`config.mk`:
```
export PLATFORM = sky130hd
export DESIGN_NAME = internal_clock_spread_and_monitor
export DESIGN_NICKNAME = d
export VERILOG_FILES = /design/src/clkwatch_pkg.sv /design/src/watch_if.sv /design/src/internal_clock_spread_and_monitor.sv /design/src/watch_chain.sv
export SDC_FILE = /design/constraint.sdc
export NUM_CORES = 1
export LEC_CHECK = 0
export CORE_ASPECT_RATIO = 0.5
export CORE_MARGIN = 2
export CORE_UTILIZATION = 35
export CTS_BUF_LIST = sky130_fd_sc_hd__clkbuf_8
export DETAILED_ROUTE_END_ITERATION = 7
export DONT_BUFFER_PORTS = 1
export GPL_TIMING_DRIVEN = 0
export HOLD_SLACK_MARGIN = 0.02
export PLACE_DENSITY = 0.52
export SYNTH_ARGS = -nofsm -noshare
export SYNTH_HDL_FRONTEND = slang
export SYNTH_SLANG_ARGS = --single-unit
```
`constraint.sdc`:
```
create_clock -name clock -period 16.74 [get_ports clock]
set_clock_uncertainty 0.2 [all_clocks]
set_input_delay 0 -clock clock [delete_from_list [all_inputs] [get_ports clock]]
set_output_delay 0 -clock clock [all_outputs]
set_load 0.05 [all_outputs]
```
`src/clkwatch_pkg.sv`:
```
// Constants shared by the clock spread and clock watch block
package clkwatch_pkg;

    // Register byte offsets
    localparam logic [7:0] CFG_OFFSET    = 8'h00;
    localparam logic [7:0] FLAGS_OFFSET  = 8'h04;
    localparam logic [7:0] CHECK_OFFSET  = 8'h08;
    localparam logic [7:0] PERIOD_OFFSET = 8'h0C;

    // general_config_one fields
    localparam int         SPREAD_EN_BIT = 0;
    localparam int         PCT_LSB       = 1;
    localparam int         PCT_W         = 3;
    localparam int         CHECK_GO_BIT  = 4;
    localparam logic       SPREAD_RESET  = 1'b0;
    localparam logic [2:0] PCT_RESET     = 3'h3;
    localparam logic [2:0] PCT_MIN       = 3'h1;
    localparam logic [2:0] PCT_MAX       = 3'h5;

    // Flag register bits, write one to clear
    localparam int FLAG_W        = 4;
    localparam int RST_FLAG_BIT  = 0;
    localparam int MAIN_FLAG_BIT = 1;
    localparam int AUX_FLAG_BIT  = 2;
    localparam int MISM_FLAG_BIT = 3;

    // Self-check status bits
    localparam int CHECK_BUSY_BIT = 0;
    localparam int CHECK_PASS_BIT = 1;
    localparam int CHECK_FAIL_BIT = 2;

    // Clock rates and modulation
    localparam int CLOCK_KHZ  = 25000;
    localparam int SYS_KHZ    = 20000;
    localparam int SSM_MOD_HZ = 156250;
    localparam int MOD_CYCLES = CLOCK_KHZ * 1000 / SSM_MOD_HZ;
    localparam int HALF_MOD   = MOD_CYCLES / 2;
    localparam int ACC_W      = 16;
    localparam logic [16:0] NCO_INC  = 17'((SYS_KHZ * 65536) / CLOCK_KHZ);
    localparam logic [6:0]  TRI_PEAK = 7'(HALF_MOD / 2);

    // Clock watch timing
    localparam int STALL_US    = 50;
    localparam int OSC_NOM_KHZ = 1000;
    localparam int PERIOD_W    = 16;
    localparam int MISM_PCT    = 30;
    localparam logic [7:0]  STALL_EDGES  = 8'((STALL_US * OSC_NOM_KHZ + 999) / 1000);
    localparam logic [15:0] QUIET_CYCLES = 16'(STALL_US * CLOCK_KHZ / 1000);
    localparam logic [11:0] CHECK_LIMIT  = 12'(2 * STALL_US * CLOCK_KHZ / 1000);

    // Self-check sequencer
    typedef enum logic [1:0] {
        CHECK_IDLE  = 2'b00,
        CHECK_FORCE = 2'b01,
        CHECK_DRAIN = 2'b10
    } check_state_type;

endpackage

```
`src/watch_if.sv`:
```
// Carrier between the top and one clock watch chain
`timescale 1ns/100ps
`default_nettype none
interface watch_if;
    logic                              target_edge;
    logic                              ref_edge;
    logic                              force_stall;
    logic                              stall;
    logic                              quiet;
    logic                              period_valid;
    logic [clkwatch_pkg::PERIOD_W-1:0] period;

    modport chain (
        input  target_edge,
        input  ref_edge,
        input  force_stall,
        output stall,
        output quiet,
        output period_valid,
        output period
    );
    modport owner (
        output target_edge,
        output ref_edge,
        output force_stall,
        input  stall,
        input  quiet,
        input  period_valid,
        input  period
    );
endinterface
`default_nettype wire

```
`src/internal_clock_spread_and_monitor.sv`:
```
// System tick generator with spread modulation and a two-chain clock watch
`timescale 1ns/100ps
`default_nettype none
module internal_clock_spread_and_monitor (
    // Clock, reset and enable
    input  wire logic        clock,
    input  wire logic        arst_n,
    input  wire logic        ce,
    // Oscillator pins
    input  wire logic        main_osc,
    input  wire logic        aux_osc,
    // Register port
    input  wire logic [7:0]  addr,
    input  wire logic [31:0] wr_data,
    input  wire logic        wr_en,
    input  wire logic        rd_en,
    output logic [31:0]      rd_data,
    // Tick and reset request
    output logic             sys_tick,
    output logic             spread_active,
    output logic             int_reset_req
);

    // Percentage clamped into the legal range
    function automatic logic [2:0] clamp_pct(input logic [2:0] pct);
        logic [2:0] r;
        r = pct;
        if (pct < clkwatch_pkg::PCT_MIN) begin
            r = clkwatch_pkg::PCT_MIN;
        end else if (pct > clkwatch_pkg::PCT_MAX) begin
            r = clkwatch_pkg::PCT_MAX;
        end
        return r;
    endfunction

    // Increment change per triangle step for a spread percentage
    function automatic logic [5:0] spread_step(input logic [2:0] pct);
        int full;
        full = int'(clkwatch_pkg::NCO_INC) * int'(clamp_pct(pct));
        return 6'(full / (100 * clkwatch_pkg::HALF_MOD));
    endfunction

    // True when the two periods differ by more than the limit
    function automatic logic too_far(input logic [15:0] a,
                                     input logic [15:0] b);
        logic [15:0] big;
        logic [15:0] diff;
        big  = (a > b) ? a : b;
        diff = (a > b) ? (a - b) : (b - a);
        return (23'(diff) * 23'd100) >
               (23'(big) * 23'(clkwatch_pkg::MISM_PCT));
    endfunction

    // Oscillator pins, two stages, then an edge stage
    logic [1:0] osc_meta;
    logic [1:0] osc_sync;
    logic [1:0] osc_last;

    // Configuration
    logic                               spread_en;
    logic [2:0]                         spread_pct;

    // Flags and self-check
    logic [clkwatch_pkg::FLAG_W-1:0]    flags;
    logic [clkwatch_pkg::FLAG_W-1:0]    raw_fault;
    logic [clkwatch_pkg::FLAG_W-1:0]    next_flags;
    clkwatch_pkg::check_state_type      check_state;
    clkwatch_pkg::check_state_type      next_check_state;
    logic [11:0]                        check_timer;
    logic                               check_pass;
    logic                               check_fail;

    // Tick generator
    logic [clkwatch_pkg::ACC_W-1:0]     phase;
    logic signed [6:0]                  tri_pos;
    logic                               tri_up;

    // Read path
    logic [31:0]                        read_word;

    // Pin synchroniser; first stage feeds only the second
    always_ff @(posedge clock or negedge arst_n) begin
        if (!arst_n) begin
            osc_meta <= 2'h0;
            osc_sync <= 2'h0;
            osc_last <= 2'h0;
        end else if (ce) begin
            osc_meta <= {aux_osc, main_osc};
            osc_sync <= osc_meta;
            osc_last <= osc_sync;
        end
    end

    wire logic [1:0] osc_rise = osc_sync & ~osc_last;

    watch_if main_link ();
    watch_if aux_link ();

    wire logic forcing = check_state == clkwatch_pkg::CHECK_FORCE;

    assign main_link.target_edge = osc_rise[0];
    assign main_link.ref_edge    = osc_rise[1];
    assign main_link.force_stall = forcing;
    assign aux_link.target_edge  = osc_rise[1];
    assign aux_link.ref_edge     = osc_rise[0];
    assign aux_link.force_stall  = forcing;

    watch_chain main_chain (
        .clock  (clock),
        .arst_n (arst_n),
        .ce     (ce),
        .link   (main_link.chain)
    );

    watch_chain aux_chain (
        .clock  (clock),
        .arst_n (arst_n),
        .ce     (ce),
        .link   (aux_link.chain)
    );

    // Register decode
    wire logic hit_cfg   = addr == clkwatch_pkg::CFG_OFFSET;
    wire logic hit_flags = addr == clkwatch_pkg::FLAGS_OFFSET;
    wire logic hit_check = addr == clkwatch_pkg::CHECK_OFFSET;
    wire logic hit_per   = addr == clkwatch_pkg::PERIOD_OFFSET;
    wire logic cfg_wr    = wr_en && hit_cfg;
    wire logic flags_wr  = wr_en && hit_flags;
    wire logic check_go  = cfg_wr && wr_data[clkwatch_pkg::CHECK_GO_BIT];

    always_ff @(posedge clock or negedge arst_n) begin
        if (!arst_n) begin
            spread_en  <= clkwatch_pkg::SPREAD_RESET;
            spread_pct <= clkwatch_pkg::PCT_RESET;
        end else if (ce && cfg_wr) begin
            spread_en  <= wr_data[clkwatch_pkg::SPREAD_EN_BIT];
            spread_pct <= clamp_pct(wr_data[clkwatch_pkg::PCT_LSB +: clkwatch_pkg::PCT_W]);
        end
    end

    wire logic both_valid = main_link.period_valid && aux_link.period_valid;
    wire logic mismatch   = both_valid && too_far(main_link.period,
                                                  aux_link.period);

    assign raw_fault[clkwatch_pkg::RST_FLAG_BIT]  = main_link.stall;
    assign raw_fault[clkwatch_pkg::MAIN_FLAG_BIT] = main_link.stall;
    assign raw_fault[clkwatch_pkg::AUX_FLAG_BIT]  = aux_link.stall;
    assign raw_fault[clkwatch_pkg::MISM_FLAG_BIT] = mismatch;

    // Faults during a self-check are staged, not real
    wire logic suppress = check_state != clkwatch_pkg::CHECK_IDLE;
    wire logic [clkwatch_pkg::FLAG_W-1:0] flag_set =
        suppress ? 4'h0 : raw_fault;

    // clear only once the fault is gone
    wire logic [clkwatch_pkg::FLAG_W-1:0] flag_clr =
        flags_wr ? (wr_data[clkwatch_pkg::FLAG_W-1:0] & ~raw_fault) : 4'h0;

    // Set wins over a clear in the same cycle
    assign next_flags = (flags & ~flag_clr) | flag_set;

    always_ff @(posedge clock or negedge arst_n) begin
        if (!arst_n) begin
            flags <= 4'h0;
        end else if (ce) begin
            flags <= next_flags;
        end
    end

    wire logic both_stalled = main_link.stall && aux_link.stall;
    wire logic any_stalled  = main_link.stall || aux_link.stall;
    wire logic timed_out    = check_timer == clkwatch_pkg::CHECK_LIMIT;

    always_comb begin
        next_check_state = check_state;
        case (check_state)
            clkwatch_pkg::CHECK_IDLE: begin
                if (check_go) begin
                    next_check_state = clkwatch_pkg::CHECK_FORCE;
                end
            end
            clkwatch_pkg::CHECK_FORCE: begin
                if (both_stalled || timed_out) begin
                    next_check_state = clkwatch_pkg::CHECK_DRAIN;
                end
            end
            clkwatch_pkg::CHECK_DRAIN: begin
                if (!any_stalled || timed_out) begin
                    next_check_state = clkwatch_pkg::CHECK_IDLE;
                end
            end
            default: begin
                next_check_state = clkwatch_pkg::CHECK_IDLE;
            end
        endcase
    end

    wire logic state_moves = next_check_state != check_state;

    // Timer restarts on each state change
    always_ff @(posedge clock or negedge arst_n) begin
        if (!arst_n) begin
            check_state <= clkwatch_pkg::CHECK_IDLE;
            check_timer <= 12'h000;
        end else if (ce) begin
            check_state <= next_check_state;
            if (state_moves || !suppress) begin
                check_timer <= 12'h000;
            end else if (!timed_out) begin
                check_timer <= check_timer + 12'h001;
            end
        end
    end

    always_ff @(posedge clock or negedge arst_n) begin
        if (!arst_n) begin
            check_pass <= 1'b0;
            check_fail <= 1'b0;
        end else if (ce) begin
            if (check_go && !suppress) begin
                check_pass <= 1'b0;
                check_fail <= 1'b0;
            end else if (forcing && both_stalled) begin
                check_pass <= 1'b1;
            end else if (forcing && timed_out) begin
                check_fail <= 1'b1;
            end
        end
    end

    wire logic [5:0] step = spread_step(spread_pct);
    wire logic signed [13:0] offset = $signed({1'b0, step}) * tri_pos;

    // triangle sweep, one period per modulation cycle
    always_ff @(posedge clock or negedge arst_n) begin
        if (!arst_n) begin
            tri_pos <= 7'sh00;
            tri_up  <= 1'b1;
        end else if (ce) begin
            if (!spread_en) begin
                tri_pos <= 7'sh00;
                tri_up  <= 1'b1;
            end else if (tri_up) begin
                tri_up  <= tri_pos != $signed(clkwatch_pkg::TRI_PEAK - 7'h01);
                tri_pos <= tri_pos + 7'sh01;
            end else begin
                tri_up  <= tri_pos == $signed(7'h01 - clkwatch_pkg::TRI_PEAK);
                tri_pos <= tri_pos - 7'sh01;
            end
        end
    end

    // nominal increment gives 20 MHz from 25 MHz
    wire logic [16:0] inc = spread_en ?
        17'($signed({1'b0, clkwatch_pkg::NCO_INC}) + offset) :
        clkwatch_pkg::NCO_INC;
    wire logic [16:0] phase_sum = {1'b0, phase} + inc;

    // tick carries the spread as jitter
    always_ff @(posedge clock or negedge arst_n) begin
        if (!arst_n) begin
            phase    <= 16'h0000;
            sys_tick <= 1'b0;
        end else if (ce) begin
            phase    <= phase_sum[15:0];
            sys_tick <= phase_sum[16];
        end
    end

    // Status outputs, registered
    always_ff @(posedge clock or negedge arst_n) begin
        if (!arst_n) begin
            spread_active <= 1'b0;
            int_reset_req <= 1'b0;
        end else if (ce) begin
            spread_active <= spread_en;
            int_reset_req <= next_flags[clkwatch_pkg::RST_FLAG_BIT];
        end
    end

    // Read words
    wire logic [31:0] cfg_word =
        (32'(spread_en) << clkwatch_pkg::SPREAD_EN_BIT) |
        (32'(spread_pct) << clkwatch_pkg::PCT_LSB);
    wire logic [31:0] check_word =
        (32'(suppress) << clkwatch_pkg::CHECK_BUSY_BIT) |
        (32'(check_pass) << clkwatch_pkg::CHECK_PASS_BIT) |
        (32'(check_fail) << clkwatch_pkg::CHECK_FAIL_BIT);

    // Unmapped offsets read as zero
    assign read_word = hit_cfg   ? cfg_word :
                       hit_flags ? 32'(flags) :
                       hit_check ? check_word :
                       hit_per   ? {aux_link.period, main_link.period} :
                       32'h0000_0000;

    wire logic osc_alive = !(main_link.quiet && aux_link.quiet);

    always_ff @(posedge clock or negedge arst_n) begin
        if (!arst_n) begin
            rd_data <= 32'h0000_0000;
        end else if (ce && rd_en && osc_alive) begin
            rd_data <= read_word;
        end
    end

endmodule
`default_nettype wire

```
`src/watch_chain.sv`:
```
// One clock watch chain: times a target oscillator against a reference
`timescale 1ns/100ps
`default_nettype none
module watch_chain (
    // Clock, reset and enable
    input  wire logic clock,
    input  wire logic arst_n,
    input  wire logic ce,
    // Edges in, verdicts out
    watch_if.chain    link
);
    logic [7:0]                        ref_count;
    logic [clkwatch_pkg::PERIOD_W-1:0] sys_count;
    logic [clkwatch_pkg::PERIOD_W-1:0] period;
    logic                              period_valid;

    // A forced stall hides the target edges
    wire logic edge_seen = link.target_edge && !link.force_stall;

    always_ff @(posedge clock or negedge arst_n) begin
        if (!arst_n) begin
            ref_count <= 8'h00;
        end else if (ce) begin
            if (edge_seen) begin
                ref_count <= 8'h00;
            end else if (link.ref_edge && ref_count != 8'hff) begin
                ref_count <= ref_count + 8'h01;
            end
        end
    end

    // Own-clock period on real edges; a self-check leaves no stale period behind
    always_ff @(posedge clock or negedge arst_n) begin
        if (!arst_n) begin
            sys_count    <= 16'h0001;
            period       <= 16'h0000;
            period_valid <= 1'b0;
        end else if (ce) begin
            if (link.target_edge) begin
                sys_count    <= 16'h0001;
                period       <= sys_count;
                period_valid <= 1'b1;
            end else if (sys_count != 16'hffff) begin
                sys_count <= sys_count + 16'h0001;
            end
        end
    end

    assign link.stall        = ref_count >= clkwatch_pkg::STALL_EDGES;
    assign link.quiet        = sys_count >= clkwatch_pkg::QUIET_CYCLES;
    assign link.period       = period;
    assign link.period_valid = period_valid;
endmodule
`default_nettype wire

```
==> impl_metrics.ini <==
[cells_and_area]
multi_input_area_mm2 = 0.0117
seqCellArea_mm2 = 0.00426
layout_common_cells = nand2_1 (242), inv_1 (211), ha_1 (208)
drive_above_1_share_pct = 5.08
mostFrequentLayoutCell = nand2_1
nets = 2393
fillers = 5037
area_growth_pct = 8.62

[floorplan]
start_util_pct = 35.3
core.rowCount = 57
die_area_mm2 = 0.0506
die_h_um = 160
num_io_pins = 82
dieWidth_um = 316
coreArea_mm2 = 0.0484

[global_routing]
busiest_layer = met2
grtUsageTotal_pct = 18.9
grt_util_met1_pct = 25.9
grt_use_met2_pct = 31.9
antenna_found_initial = 4
grt_pass1_wl_mm = 76.7
grt_overflow_total = 0
met3_usage_pct = 1.55
grt_pass1_vias = 14200
grt_max_degree = 171

[clocking]
cts_sinks = 170
htreeDepth = 4
cts_tree = built
clkTransAtPathRegs_ns = 0.11
ctsResizeCount = 0
clkLatencyLatePin_ns = 0.48
cts_root_buf = clkbuf_8
numCtsBuffers = 17
clockBufferDepth = 2

[routing]
vias = 14400
routedWlPerCell_um = 17.4
via_per_inst = 5.28
wirelength_mm = 47.5
drt_first_pass_iters = 5
dr.first_iter.drc_count = 935
postRouteAntennaNets = 0
drc = 0

[worst_hold_path]
hold_class = input pin to async pin

[sta]
rsz0062_at_grt = false
hold_viol = 30
fmax_mhz = 80.5
worst_slew_pin_slew_ns = 1.10
setup_viol = 0
slew_headroom_pct = 25.9
layout_min_cycle_time_ns = 12.42
setup-tns-final_ns = 0
whs_ns = -0.0380
timing.final.max_slew_violations = 0
fin_crit_sh_pct = 74.2

[setup_path]
path_class = register to register
cp.arrival_ns = 12.58
crit_start = spread_pct[2]
cp-start-kind = register
cp_common_cell = o21a_1
rr_startpoint = spread_pct[2]
worst_ep_required_time_ns = 16.90
rrSetupSlack_ns = 4.32
worst_path_max_delay_cell = xnor2_1
critical_path.max_stage_delay_ns = 0.83
worstSetupEndpointType = register
critPathMaxFanout = 11

[synth]
postSynthCellCount = 2031
synth-main-ff-cell = dfrtp_1
synthesis.nets = 2352
synth.distinct_cells = 102
ys_seq_area_share_pct = 25.0
yosysWarnings = 0
synth-seq-cells = 170
async_flop_share_pct = 100
syn_area_per_cell_um2 = 8.40
synth_edf_count = 0
syn_area_mm2 = 0.0171

[run_status]
failed_checks = negative hold slack
status = finished, violations left

[job]
drv_cap = 0

[place]
place_congestion = 0.902
hpwl_mm = 37.6
portBuffers = 0
## flip-flops by register name, summed over array words and instances (netlist names), 3 cells and up
name                    cells
rd_data                    32
aux_chain.link.period      16
aux_chain.sys_count        16
main_chain.link.period     16
main_chain.sys_count       16
phase                      16
check_timer                12
aux_chain.ref_count         8
main_chain.ref_count        8
tri_pos                     7
flags                       4
spread_pct                  3
## worst paths after layout
kind,to,cells after the start
max,sys_tick,46
min,check_timer[7],2
max in group asynchronous,main_chain.sys_count[15],2
max reg2reg,sys_tick,46
min reg2reg,phase[4],1
min in group clock,aux_chain.link.period_valid,3
## per-layer routing
layer,up-vias,wire length (um)
met5,-,23
met4,4,992
met3,59,1410
met2,252,22500
met1,7014,22600
li1,7118,-
## metrics by stage
stage / utilization [%] / worst slack [ns] / hold slack (ns) / cells / area [um^2]
detailed placement: 37.0 / 4.49 / -0.483 / 2680 / 17900
global route: 38.3 / 3.61 / 0.0897 / 2735 / 18500
finish: 38.3 / 4.32 / -0.0380 / 2735 / 18500
global placement: 37.0 / 4.50 / -0.484 / 2680 / 17900
floorplan: - / 6.04 / -0.496 / 2031 / 17100
CTS: 38.3 / 4.36 / 0.0369 / 2734 / 18500
## cell usage after synthesis, drive strengths merged, types with 5 or more instances
master | number | area [um^2]
nand2 | 242 | 908
dfrtp | 165 | 4130
o22ai | 5 | 31.3
nand3b | 5 | 37.5
and3 | 26 | 163
o41ai | 5 | 43.8
fa | 66 | 1320
a21oi | 116 | 592
mux2 | 26 | 297
a21boi | 14 | 105
nor3b | 10 | 86.3
dfstp | 5 | 131
xnor2 | 60 | 533
o31ai | 13 | 111
o21a | 20 | 150
or2 | 8 | 50.1
o211ai | 10 | 75.1
a21o | 37 | 278
nand2b | 36 | 233
buf | 17 | 86.3
or4 | 8 | 63.8
nor2 | 130 | 498
a2111oi | 7 | 61.3
nor2b | 27 | 169
a211oi | 8 | 65.1
xor2 | 49 | 429
ha | 208 | 2600
nand4 | 30 | 188
or3 | 19 | 119
inv | 211 | 792
nor3 | 36 | 185
nand3 | 40 | 200
o21ai | 181 | 921
and2 | 11 | 68.8
nor4 | 14 | 87.6
mux2i | 14 | 153
a31oi | 14 | 103
o2111ai | 6 | 58.8
clkbuf | 59 | 221
o31a | 5 | 43.8
## logic make-up after synthesis
group	count (synthesis)	share of synthesized area [%]
simple gates	655	18.6
compound gates	489	18.2
buf+inv	290	6.51
fa+ha+maj	275	23.1
flops	170	25.0
xor+xnor	109	5.64
mux	43	3.03
## repair_timing
| action | in CTS | in global routing |
|---|---|---|
| setup buffers | 0 | 0 |
| hold buffers | 22 | 0 |
| hold endpoints to repair | 191 | 0 |
## critical path, delay by kind of cell (launching register included)
family,cells,cell delay (ns)
buf+inv,6,1.29
mux,4,1.36
simple gates,6,0.94
flops,1,0.34
xor+xnor,2,0.92
fa+ha+maj,8,2.99
compound gates,20,4.26
## area by class of cell
class | instances | area share, %
antenna | 1 | 0.0135
buffer | 76 | 1.66
clock buffer | 17 | 1.26
clock inverter | 15 | 0.993
inverter | 214 | 4.33
multi-input combinational | 1571 | 63.1
sequential | 170 | 23.0
tap | 649 | 4.38
timing repair buffer | 22 | 1.28
Power is left out: the tool's default activity adds up to more than one toggle a clock period on the data nets, which glitch-free logic cannot reach.
